### src/common/status_pkg.sv
// Constants for the sensor status flag register bank.
// Assumes an 8-bit register port with byte addresses on the device clock.
package status_pkg;
   localparam logic [7:0] OFS_MEASURE_STATE = 8'h71;
   localparam logic [7:0] OFS_EVENT_FLAGS = 8'h93;
   localparam logic [7:0] OFS_SAT_VALID = 8'hA3;
   localparam logic [7:0] OFS_CAUSE_STATE = 8'hA4;
   localparam logic [7:0] RST_MEASURE_STATE = 8'h00;
   localparam logic [7:0] RST_EVENT_FLAGS = 8'h00;
   localparam logic [7:0] RST_SAT_VALID = 8'h00;
   localparam logic [7:0] RST_CAUSE_STATE = 8'h00;
   // Measurement state fields.
   localparam int BIT_READY = 0;
   localparam int BIT_WAIT_SYNC = 1;
   // Primary event fields.
   localparam int BIT_SYSTEM_EVENT = 0;
   localparam int BIT_CAL_EVENT = 1;
   localparam int BIT_BUFFER_LEVEL_EVENT = 2;
   localparam int BIT_SPECTRAL_THRESHOLD_EVENT = 3;
   localparam int BIT_SATURATION_EVENT = 7;
   // Saturation and valid fields.
   localparam int BIT_FLICKER_COUNT_OVERFLOW = 0;
   localparam int BIT_FLICKER_FRONTEND_OVERLOAD = 1;
   localparam int BIT_SPECTRAL_FRONTEND_OVERLOAD = 3;
   localparam int BIT_SPECTRAL_COUNT_OVERFLOW = 4;
   localparam int BIT_SPECTRAL_RESULT_VALID = 6;
   // Threshold cause fields.
   localparam int BIT_BELOW_LOW_LIMIT_CAUSE = 4;
   localparam int BIT_ABOVE_HIGH_LIMIT_CAUSE = 5;
   // Writable mask of the event register.
   localparam logic [7:0] EVENT_MASK = 8'h8F;
   localparam int THRESH_W = 16;
   localparam logic [7:0] PERSIST_RST = 8'h00;
   typedef enum logic [1:0] {
      TRIG_FREE,
      TRIG_SINGLE_PULSE,
      TRIG_DUAL_PULSE,
      TRIG_OTHER
   } trigger_mode_t;
endpackage

### src/hw/pin_sync.sv
// Two flip-flop synchroniser for one level input.
// Assumes the input is asynchronous to clk_i.
`timescale 1ns/10ps
module pin_sync (
   // Clock and reset
   input wire logic clk_i,
   input wire logic rst_i,
   // Level
   input wire logic async_i,
   output logic sync_o
);
   logic meta_q;

   always_ff @(posedge clk_i) begin
      if (rst_i) begin
         meta_q <= 1'b0;
         sync_o <= 1'b0;
      end else begin
         meta_q <= async_i;
         sync_o <= meta_q;
      end
   end
endmodule

### src/hw/threshold_check.sv
// Threshold compare with persistence for the monitored spectral channel.
// Assumes one sample strobe per completed measurement, on clk_i.
`timescale 1ns/10ps
module threshold_check #(
   parameter int WIDTH = 16
) (
   // Clock and reset
   input wire logic clk_i,
   input wire logic rst_i,
   // Sample and limits
   input wire logic sample_valid_i,
   input wire logic [WIDTH-1:0] sample_i,
   input wire logic [WIDTH-1:0] low_limit_i,
   input wire logic [WIDTH-1:0] high_limit_i,
   input wire logic [7:0] persistence_count_i,
   // Events, one cycle each
   output logic low_event_o,
   output logic high_event_o
);
   logic [7:0] run_q;
   logic out_of_range;
   logic below;
   logic above;
   logic hit;

   assign below = sample_i < low_limit_i;
   assign above = sample_i > high_limit_i;
   assign out_of_range = below | above;
   // A persistence of zero fires on every out-of-range sample.
   assign hit = sample_valid_i && out_of_range && (run_q >= persistence_count_i);

   always_ff @(posedge clk_i) begin
      if (rst_i) begin
         run_q <= 8'h00;
         low_event_o <= 1'b0;
         high_event_o <= 1'b0;
      end else begin
         if (sample_valid_i) begin
            if (!out_of_range) begin
               run_q <= 8'h00;
            end else if (run_q != 8'hFF) begin
               run_q <= run_q + 8'h01;
            end
         end
         low_event_o <= hit && below;
         high_event_o <= hit && above;
      end
   end
endmodule

### src/hw/sensor_status_flags.sv
// Status and event flag register bank of a multi-channel spectral sensor.
// Assumes the serial register front end presents byte reads and writes on clk_i,
// and that measurement logic delivers one-cycle event strobes on the same clock.
//
// Overview of operation
// - Wait-for-sync reads 1 while a sync trigger mode holds off integration.
// - Ready reads 0 while measuring and 1 once the measurement is ready.
// - Writing 1 to a primary event bit clears that bit; bit 3 also clears the cause register, bit 7 the saturation causes if none is active.
// - Writing 0 to a set primary event bit leaves it set.
// - Saturation sets event bit 7 when its interrupt enable is set.
// - Threshold match with persistence sets event bit 3 when enabled.
// - Buffer fill condition sets event bit 2 when its enable is set.
// - Buffer flag rises again after clear while the fill condition holds.
// - System event sets event bit 0 when its enable is set.
// - Spectral result valid bit 6 sets when a measurement completes.
// - Spectral count overflow sets bit 4 of the second status register.
// - Spectral front end overload sets bit 3 of the second status register.
// - Flicker front end overload sets bit 1 of the second status register.
// - Flicker count overflow sets bit 0 of the second status register.
// - High limit cause sets bit 5 of the third status register.
// - Low limit cause sets bit 4 of the third status register.
// - Low event when sample is under the low limit and persistence met.
// - High event when sample is over the high limit and persistence met.
// - Mux command done is one source of the system event.
`timescale 1ns/10ps
module sensor_status_flags
   import status_pkg::*;
#(
   parameter int THRESH_WIDTH = status_pkg::THRESH_W
) (
   // Clock and reset
   input wire logic clk_i,
   input wire logic rst_i,
   // Register port
   input wire logic reg_wr_i,
   input wire logic reg_rd_i,
   input wire logic [7:0] reg_addr_i,
   input wire logic [7:0] reg_wdata_i,
   output logic [7:0] reg_rdata_o,
   output logic reg_rvalid_o,
   // Configuration from other registers
   input wire status_pkg::trigger_mode_t trigger_mode_i,
   input wire logic saturation_irq_enable_i,
   input wire logic spectral_irq_enable_i,
   input wire logic buffer_irq_enable_i,
   input wire logic system_irq_enable_i,
   input wire logic [7:0] persistence_count_i,
   input wire logic [THRESH_WIDTH-1:0] low_limit_i,
   input wire logic [THRESH_WIDTH-1:0] high_limit_i,
   // Measurement engine state
   input wire logic measuring_i,
   input wire logic integration_armed_i,
   input wire logic measure_done_i,
   input wire logic [THRESH_WIDTH-1:0] monitor_sample_i,
   // Saturation, system, calibration and buffer sources
   input wire logic spectral_count_overflow_i,
   input wire logic spectral_frontend_overload_i,
   input wire logic flicker_frontend_overload_i,
   input wire logic flicker_count_overflow_i,
   input wire logic mux_command_done_i,
   input wire logic other_system_event_i,
   input wire logic cal_event_i,
   input wire logic buffer_level_met_i,
   input wire logic buffer_write_i,
   // Sync pin, asynchronous
   input wire logic sync_pin_i,
   // Flag outputs
   output logic [7:0] event_flags_o,
   output logic wait_sync_o
);
   import status_pkg::*;

   logic [7:0] event_q;
   logic [7:0] event_d;
   logic [7:0] sat_q;
   logic [7:0] sat_d;
   logic [7:0] cause_q;
   logic [7:0] cause_d;
   logic ready_q;
   logic wait_sync_q;
   logic [7:0] stat_spare_q;
   logic sync_pin_s;
   logic sync_pin_prev_q;
   logic sync_rise;
   logic low_event;
   logic high_event;
   logic sync_mode;
   logic wr_event;
   logic wr_state;
   logic [7:0] clear_mask;
   logic [7:0] set_mask;
   logic saturation_any;
   logic [7:0] read_mux;

   pin_sync u_sync (
      .clk_i(clk_i),
      .rst_i(rst_i),
      .async_i(sync_pin_i),
      .sync_o(sync_pin_s)
   );

   threshold_check #(
      .WIDTH(THRESH_WIDTH)
   ) u_thresh (
      .clk_i(clk_i),
      .rst_i(rst_i),
      .sample_valid_i(measure_done_i),
      .sample_i(monitor_sample_i),
      .low_limit_i(low_limit_i),
      .high_limit_i(high_limit_i),
      .persistence_count_i(persistence_count_i),
      .low_event_o(low_event),
      .high_event_o(high_event)
   );

   // Address decode.
   assign wr_event = reg_wr_i && (reg_addr_i == OFS_EVENT_FLAGS);
   assign wr_state = reg_wr_i && (reg_addr_i == OFS_MEASURE_STATE);

   assign sync_mode = (trigger_mode_i == TRIG_SINGLE_PULSE) ||
                      (trigger_mode_i == TRIG_DUAL_PULSE);
   assign sync_rise = sync_pin_s && !sync_pin_prev_q;

   assign saturation_any = spectral_count_overflow_i | spectral_frontend_overload_i |
                           flicker_frontend_overload_i | flicker_count_overflow_i;

   // Only ones clear; zeros leave the flags untouched.
   assign clear_mask = wr_event ? (reg_wdata_i & EVENT_MASK) : 8'h00;

   always_comb begin
      set_mask = 8'h00;
      set_mask[BIT_SATURATION_EVENT] = saturation_irq_enable_i && saturation_any;
      set_mask[BIT_SPECTRAL_THRESHOLD_EVENT] = spectral_irq_enable_i &&
                                               (low_event || high_event);
      // A level condition that holds re-raises the flag after a clear.
      set_mask[BIT_BUFFER_LEVEL_EVENT] = buffer_irq_enable_i && buffer_level_met_i &&
                                         (buffer_write_i || !event_q[BIT_BUFFER_LEVEL_EVENT]
                                          && !clear_mask[BIT_BUFFER_LEVEL_EVENT]);
      set_mask[BIT_CAL_EVENT] = cal_event_i;
      set_mask[BIT_SYSTEM_EVENT] = system_irq_enable_i &&
                                   (mux_command_done_i || other_system_event_i);
   end

   // Set wins over a clear in the same cycle.
   assign event_d = ((event_q & ~clear_mask) | set_mask) & EVENT_MASK;

   always_comb begin
      sat_d = sat_q;
      if (measure_done_i) begin
         sat_d[BIT_SPECTRAL_RESULT_VALID] = 1'b1;
      end
      if (measuring_i && !measure_done_i) begin
         sat_d[BIT_SPECTRAL_RESULT_VALID] = 1'b0;
      end
      if (spectral_count_overflow_i) begin
         sat_d[BIT_SPECTRAL_COUNT_OVERFLOW] = 1'b1;
      end
      if (spectral_frontend_overload_i) begin
         sat_d[BIT_SPECTRAL_FRONTEND_OVERLOAD] = 1'b1;
      end
      if (flicker_frontend_overload_i) begin
         sat_d[BIT_FLICKER_FRONTEND_OVERLOAD] = 1'b1;
      end
      if (flicker_count_overflow_i) begin
         sat_d[BIT_FLICKER_COUNT_OVERFLOW] = 1'b1;
      end
      // Saturation causes clear with the event flag that summarises them.
      if (clear_mask[BIT_SATURATION_EVENT] && !saturation_any) begin
         sat_d[BIT_SPECTRAL_COUNT_OVERFLOW] = 1'b0;
         sat_d[BIT_SPECTRAL_FRONTEND_OVERLOAD] = 1'b0;
         sat_d[BIT_FLICKER_FRONTEND_OVERLOAD] = 1'b0;
         sat_d[BIT_FLICKER_COUNT_OVERFLOW] = 1'b0;
      end
   end

   always_comb begin
      cause_d = cause_q;
      if (clear_mask[BIT_SPECTRAL_THRESHOLD_EVENT]) begin
         cause_d = 8'h00;
      end
      if (high_event) begin
         cause_d[BIT_ABOVE_HIGH_LIMIT_CAUSE] = 1'b1;
      end
      if (low_event) begin
         cause_d[BIT_BELOW_LOW_LIMIT_CAUSE] = 1'b1;
      end
   end

   always_comb begin
      read_mux = 8'h00;
      unique case (reg_addr_i)
         OFS_MEASURE_STATE: begin
            read_mux = {stat_spare_q[7:2], wait_sync_q, ready_q};
         end
         OFS_EVENT_FLAGS: begin
            read_mux = event_q;
         end
         OFS_SAT_VALID: begin
            read_mux = sat_q;
         end
         OFS_CAUSE_STATE: begin
            read_mux = cause_q;
         end
         default: begin
            read_mux = 8'h00;
         end
      endcase
   end

   always_ff @(posedge clk_i) begin
      if (rst_i) begin
         event_q <= RST_EVENT_FLAGS;
         sat_q <= RST_SAT_VALID;
         cause_q <= RST_CAUSE_STATE;
         stat_spare_q <= RST_MEASURE_STATE;
         ready_q <= 1'b0;
         wait_sync_q <= 1'b0;
         sync_pin_prev_q <= 1'b0;
         reg_rdata_o <= 8'h00;
         reg_rvalid_o <= 1'b0;
         event_flags_o <= RST_EVENT_FLAGS;
         wait_sync_o <= 1'b0;
      end else begin
         event_q <= event_d;
         sat_q <= sat_d;
         cause_q <= cause_d;
         sync_pin_prev_q <= sync_pin_s;
         if (wr_state) begin
            stat_spare_q <= {reg_wdata_i[7:2], 2'b00};
         end
         // Ready drops on a new measurement and rises at its completion.
         if (measure_done_i) begin
            ready_q <= 1'b1;
         end else if (measuring_i) begin
            ready_q <= 1'b0;
         end
         // Held off until the pin pulse arrives in a sync mode.
         if (!sync_mode || sync_rise) begin
            wait_sync_q <= 1'b0;
         end else if (integration_armed_i && !measuring_i) begin
            wait_sync_q <= 1'b1;
         end
         reg_rdata_o <= reg_rd_i ? read_mux : 8'h00;
         reg_rvalid_o <= reg_rd_i;
         event_flags_o <= event_d;
         wait_sync_o <= wait_sync_q;
      end
   end
endmodule

### config.mk
export PLATFORM = sky130hd
export DESIGN_NAME = sensor_status_flags
export DESIGN_NICKNAME = d
export VERILOG_FILES = /design/src/common/status_pkg.sv /design/src/hw/pin_sync.sv /design/src/hw/threshold_check.sv /design/src/hw/sensor_status_flags.sv
export SDC_FILE = /design/constraint.sdc
export NUM_CORES = 1
export LEC_CHECK = 0
export BUFFER_PORTS_ARGS = -buffer_cell sky130_fd_sc_hd__buf_2
export CAP_MARGIN = 10
export CELL_PAD_IN_SITES_DETAIL_PLACEMENT = 1
export CELL_PAD_IN_SITES_GLOBAL_PLACEMENT = 2
export CORE_MARGIN = 10
export CORE_UTILIZATION = 28
export CTS_CLUSTER_DIAMETER = 200
export DETAILED_ROUTE_END_ITERATION = 7
export PLACE_DENSITY = 0.86
export SLEW_MARGIN = 20
export SYNTH_ARGS = -nofsm -noshare
export SYNTH_HDL_FRONTEND = slang
export SYNTH_SLANG_ARGS = --single-unit
### constraint.sdc
create_clock -name clk_i -period 5.3 [get_ports clk_i]
set_clock_uncertainty 0.1 [all_clocks]
set_input_delay 1.06 -clock clk_i [delete_from_list [all_inputs] [get_ports clk_i]]
set_output_delay 1.06 -clock clk_i [all_outputs]
set_load 0.02 [all_outputs]
# == Word level (Yosys, flattened, before mapping) ==
# Index checks and enable logic that the tools add are counted.
# classes
addsub,1
magnitude_cmp,3
n_eq_ne,8
muxes,9
n_bitwise,8
n_reduce_logical,36
# op_table
cell,count
one-hot mux 8 bit (4 select lines),1
equality test 8 bit (second input constant),3
two-way mux 8 bit,3
> comparator 16 bit,1
logical AND 1 bit,16
< comparator 16 bit,1
adder 8 x 1 -> 8 bit (second input constant),1
bitwise AND 8 bit,1
equality test 8 x 7 -> 1 bit (second input constant),1
greater-or-equal comparator 8 bit,1
!= test 8 bit (second input constant),1
NOT 8 bit,1
bitwise OR 8 bit,1
OR reduction 2 bit,4
logical NOT 1 bit,7
two-way mux 6 bit,1
nonzero test 2 bit,3
logical OR 1 bit,5
two-way mux 1 bit,4
bitwise OR 1 bit,4
equality test 2 x 1 -> 1 bit (second input constant),1
equality test 2 bit (second input constant),1
!= test 2 bit (second input constant),1
AND reduction 2 bit,1
NOT 1 bit,1
# word_totals
regBits,46
input_bits,95
output_inout_bits,18
wordCells,86

# == Longest topological paths before layout ==
# depth
word_depth,8
depth_mapped,9
ltp_nobuf,9

# == Hierarchy ==
# Synthesis repeated with hierarchy kept, for this count alone.
# hier_totals
hier_cells,331
area_unflattened_um2,2824.0
# modules_own_cells
mod,n_inst,cells_each,area_per_inst_um2,seq_area_each_um2
threshold_check,1,184,1426.4,200.2
sensor_status_flags,1,143,1345.0,620.6
pin_sync,1,4,52.6,40.0

# == Worst setup path after synthesis ==
# OpenSTA, ideal clock, no wires.
# synth_path
kind,input to register
start,in high_limit_i[10]
end,reg u_thresh.run_q[5]
setup_ns,0.074
arrival_ns,2.945
required_time_ns,5.126
setup_slack_ns,2.181
cell_stages,8
n_path_buf,0
path_cell_list,inv_1 ha_1 nand4_1 or4_4 o221ai_2 a21oi_2 or4b_1 a31oi_1
# synth_between
elab_chain_cells,4
elab_cells_between_ends,5
classes_between,order compare (1); eq/ne (1); mux (1); bitwise (1); reduce/logical (1)
# synth_rtl
element,line,text
start: declaration,sensor_status_flags.sv:49,"input wire logic [THRESH_WIDTH-1:0] high_limit_i,"
> comparator 16 bit *,threshold_check.sv:27,assign above = sample_i > high_limit_i;
bitwise OR 1 bit *,threshold_check.sv:28,assign out_of_range = below | above;
!= test 2 bit (no line),n/a,
AND reduction 2 bit (no line),n/a,
end signal: assignment,threshold_check.sv:42,run_q <= run_q + 8'h01;
end: declaration,threshold_check.sv:20,logic [7:0] run_q;
# Mark *: on every way between the ends. The rest lies on a longest branch, timed or not.
# A chain may end at the register's enable or synchronous reset.

# == Worst setup path in the final report ==
# layout_path
start,in monitor_sample_i[10]
end,reg u_thresh.run_q[5]
# layout_between
elab_chain_cells,4
elab_cells_between_ends,6
classes_between,order compare (2); eq/ne (1); mux (1); bitwise (1); reduce/logical (1)
# layout_rtl
element,line,text
start: declaration,sensor_status_flags.sv:54,"input wire logic [THRESH_WIDTH-1:0] monitor_sample_i,"
< comparator 16 bit or > comparator 16 bit (tied branches),"threshold_check.sv:26, threshold_check.sv:27",
bitwise OR 1 bit *,threshold_check.sv:28,
!= test 2 bit (no line),n/a,
AND reduction 2 bit (no line),n/a,
# Marks and branches as above.

==> out/metrics.cfg <==
[setup_path]
rr_startpoint=u_thresh.run_q[0]$_SDFFE_PP0P_
crit_path_start=monitor_sample_i[10]
r2r_cells=9
start_kind=input pin
required_ns=5.36
critPathKind=input pin to flip-flop
worstPathMaxFanout=10
endpoint_kind=flip-flop
critical_path_arrival_ns=3.20

[logic_synthesis]
syn_inst=336
ys_async_sr_fraction_pct=0
ys_ff_latch=43
synth_area_leaders=dfxtp_1, ha_1, a21oi_1
synth-main-ff-cell=dfxtp_1
postSynthAreaPerCell_um2=8.110
seq_area_frac_synth_pct=31.59
synth_most_common_cell=inv_1
yosys_warnings=0
synth_edf_count=0
yosys.cell_types.count=46
netlist_area_um2=2725
synthTopCellsByCount=inv_1, dfxtp_1, ha_1, a21oi_1, nand2_1
yosys.area.top_type=dfxtp_1
synth_top_area_share_pct=31.59

[layout]
drive_above_1_share_pct=28.76
final_util_pct=37.48
finish.net_count=579
diodes=0
syn2layout_area_growth_pct=28.88

[sta]
period_minus_slack_ns=3.132
drv_slew=0
finalHoldViolations=0
timing.fmax_mhz=319.2
max_slew_margin_pct=32.78
fin_crit_sh_pct=59.10
rsz0062_at_grt=no
fin_tns_setup_ns=0
tightest_slew_ns=0.9953
postLayoutSetupSlackWorst_ns=2.168
final-setup-viol-count=0

[clocking]
clk_pin_slew_ns=0.08
clkLatencyLatePin_ns=0.30
cts-htree-levels=2
postCtsSetupBuffers=0
numCtsBuffers=5
cts_buffer_depth=2
cts_sinks=43
cts_root_buf=clkbuf_8
cts_hold_buf=0
cts-resized-gates=0
cts_tree=yes

[job]
cap_violations=0

[drt]
vias_per_cell=4.747
drt_wl_total_um=8579
drc=0
ant_nets=0
vias=2725
first_pass_iters=5
drt_iter0_markers=91
wire_per_inst_um=14.95

[floorplanning]
core_area_um2=9371
dieArea_um2=14080
ios=113
die_w_um=118.7
fp.dieH_um=118.7
initial_core_util_pct=29.08
rows=35

[pwr]
peakVddDrop_mv=0.1020
power_density_nw_per_um2=210.9
leakage_nw=1.732

[place]
dp_hpwl_um=7379
portBuffers=109
place_ws_ns=1.848
place_congestion=0.7881

[worst_hold_path]
hp-start=u_sync.meta_q$_SDFF_PP0_
min_path_type=flip-flop to flip-flop
whs_path_depth=1

[global_routing]
grt_max_degree=32
grt_usage_pct=11.93
antenna_found_initial=0
grt_pass1_wl_um=14350
grt_pass1_vias=2983
grt_overflow=0

[outcome]
outcome=complete, no violations

[stage by stage]
| step | hold slack (ns) | std cells | cell area, um^2 | total power [W] |
|---|---|---|---|---|
| finish | 0.3518 | 574 | 3512 | 0.0007408 |
| global route | 0.3772 | 574 | 3512 | 0.0007864 |
| CTS | 0.3573 | 574 | 3512 | 0.0007492 |
| detailed placement | 0.3355 | 566 | 3400 | 0.0004924 |
| global placement | 0.3237 | 566 | 3400 | 0.0004858 |
| floorplan | 0.3138 | 338 | 2733 | 0.0004272 |
[worst max-delay path: stages]
cell	delay [ns]
buf_2	0.11
ha_1	0.32
nand4_1	0.14
or4_4	0.50
or3_1	0.39
a21oi_2	0.41
or4b_1	0.19
a31oi_1	0.07
[flip-flops by register name, summed over array words and instances, names as in the netlist, 2 cells and up]
| register | cells |
|---|---|
| reg_rdata_o | 8 |
| u_thresh.run_q | 8 |
| stat_spare_q | 6 |
| event_q | 5 |
| sat_q | 5 |
| cause_q | 2 |
[layout by cell type, fill, tap and decap left out, types with 4 or more instances in the layout]
cell type / count
a222oi_1: 4
dfxtp_1: 43
buf_2: 109
nand4_1: 5
nor2b_1: 4
a21o_1: 7
nand3b_1: 4
ha_1: 40
nand2_1: 32
nor2_1: 26
nand2b_1: 13
and3_1: 4
a21oi_1: 37
a211oi_1: 4
inv_1: 44
clkbuf_8: 5
nand3_1: 12
a22oi_1: 4
o21ai_0: 5
[final timing paths]
kind                                            to  slack, ns
setup / recovery    u_thresh.run_q[5]$_SDFFE_PP0P_       2.17
hold / removal            u_sync.sync_o$_SDFF_PP0_       0.35
setup reg to reg  u_thresh.high_event_o$_SDFF_PP0_       2.97
hold reg to reg           u_sync.sync_o$_SDFF_PP0_       0.35
[layer usage]
metal / track usage [%] / part of all wire (%) / wire (um) / vias to the layer above
li1: - / - / - / 1382
met1: 14.84 / 47 / 4012 / 1237
met2: 19.02 / 44 / 3806 / 98
met3: 4.379 / 7.7 / 662 / 8
met4: 2.977 / 1.1 / 97 / 0
met5: 0 / 0 / 0 / -
[cells by family after synthesis]
logic type | Yosys count | synth area share, %
other | 1 | 0.1376
flip-flops | 43 | 31.59
AO/OA/AOI/OAI | 79 | 18.82
adder cells (fa/ha/maj) | 40 | 18.37
AND/OR/NAND/NOR | 117 | 22.73
buffers and inverters | 55 | 8.035
XOR/XNOR | 1 | 0.3215
[layout make-up]
| class | instances | area (um^2) |
|---|---|---|
| Sequential cell | 43 | 860.8 |
| Inverter | 44 | 165.2 |
| Fill cell | 1174 | 5859 |
| Timing Repair Buffer | 110 | 553.0 |
| Multi-Input combinational cell | 240 | 1659 |
| Clock inverter | 3 | 43.79 |
| Clock buffer | 5 | 68.82 |
| Tap cell | 129 | 161.4 |
[power breakdown]
part | total, W | switching [W] | leakage, nW | internal, W
clock network | 0.000258 | 0.000117 | 0.0581 | 0.000140
registers | 0.000338 | 0.00000612 | 0.351 | 0.000332
logic | 0.000145 | 0.0000767 | 1.32 | 0.0000687
Note: power is estimated with default switching activity, not from simulation.
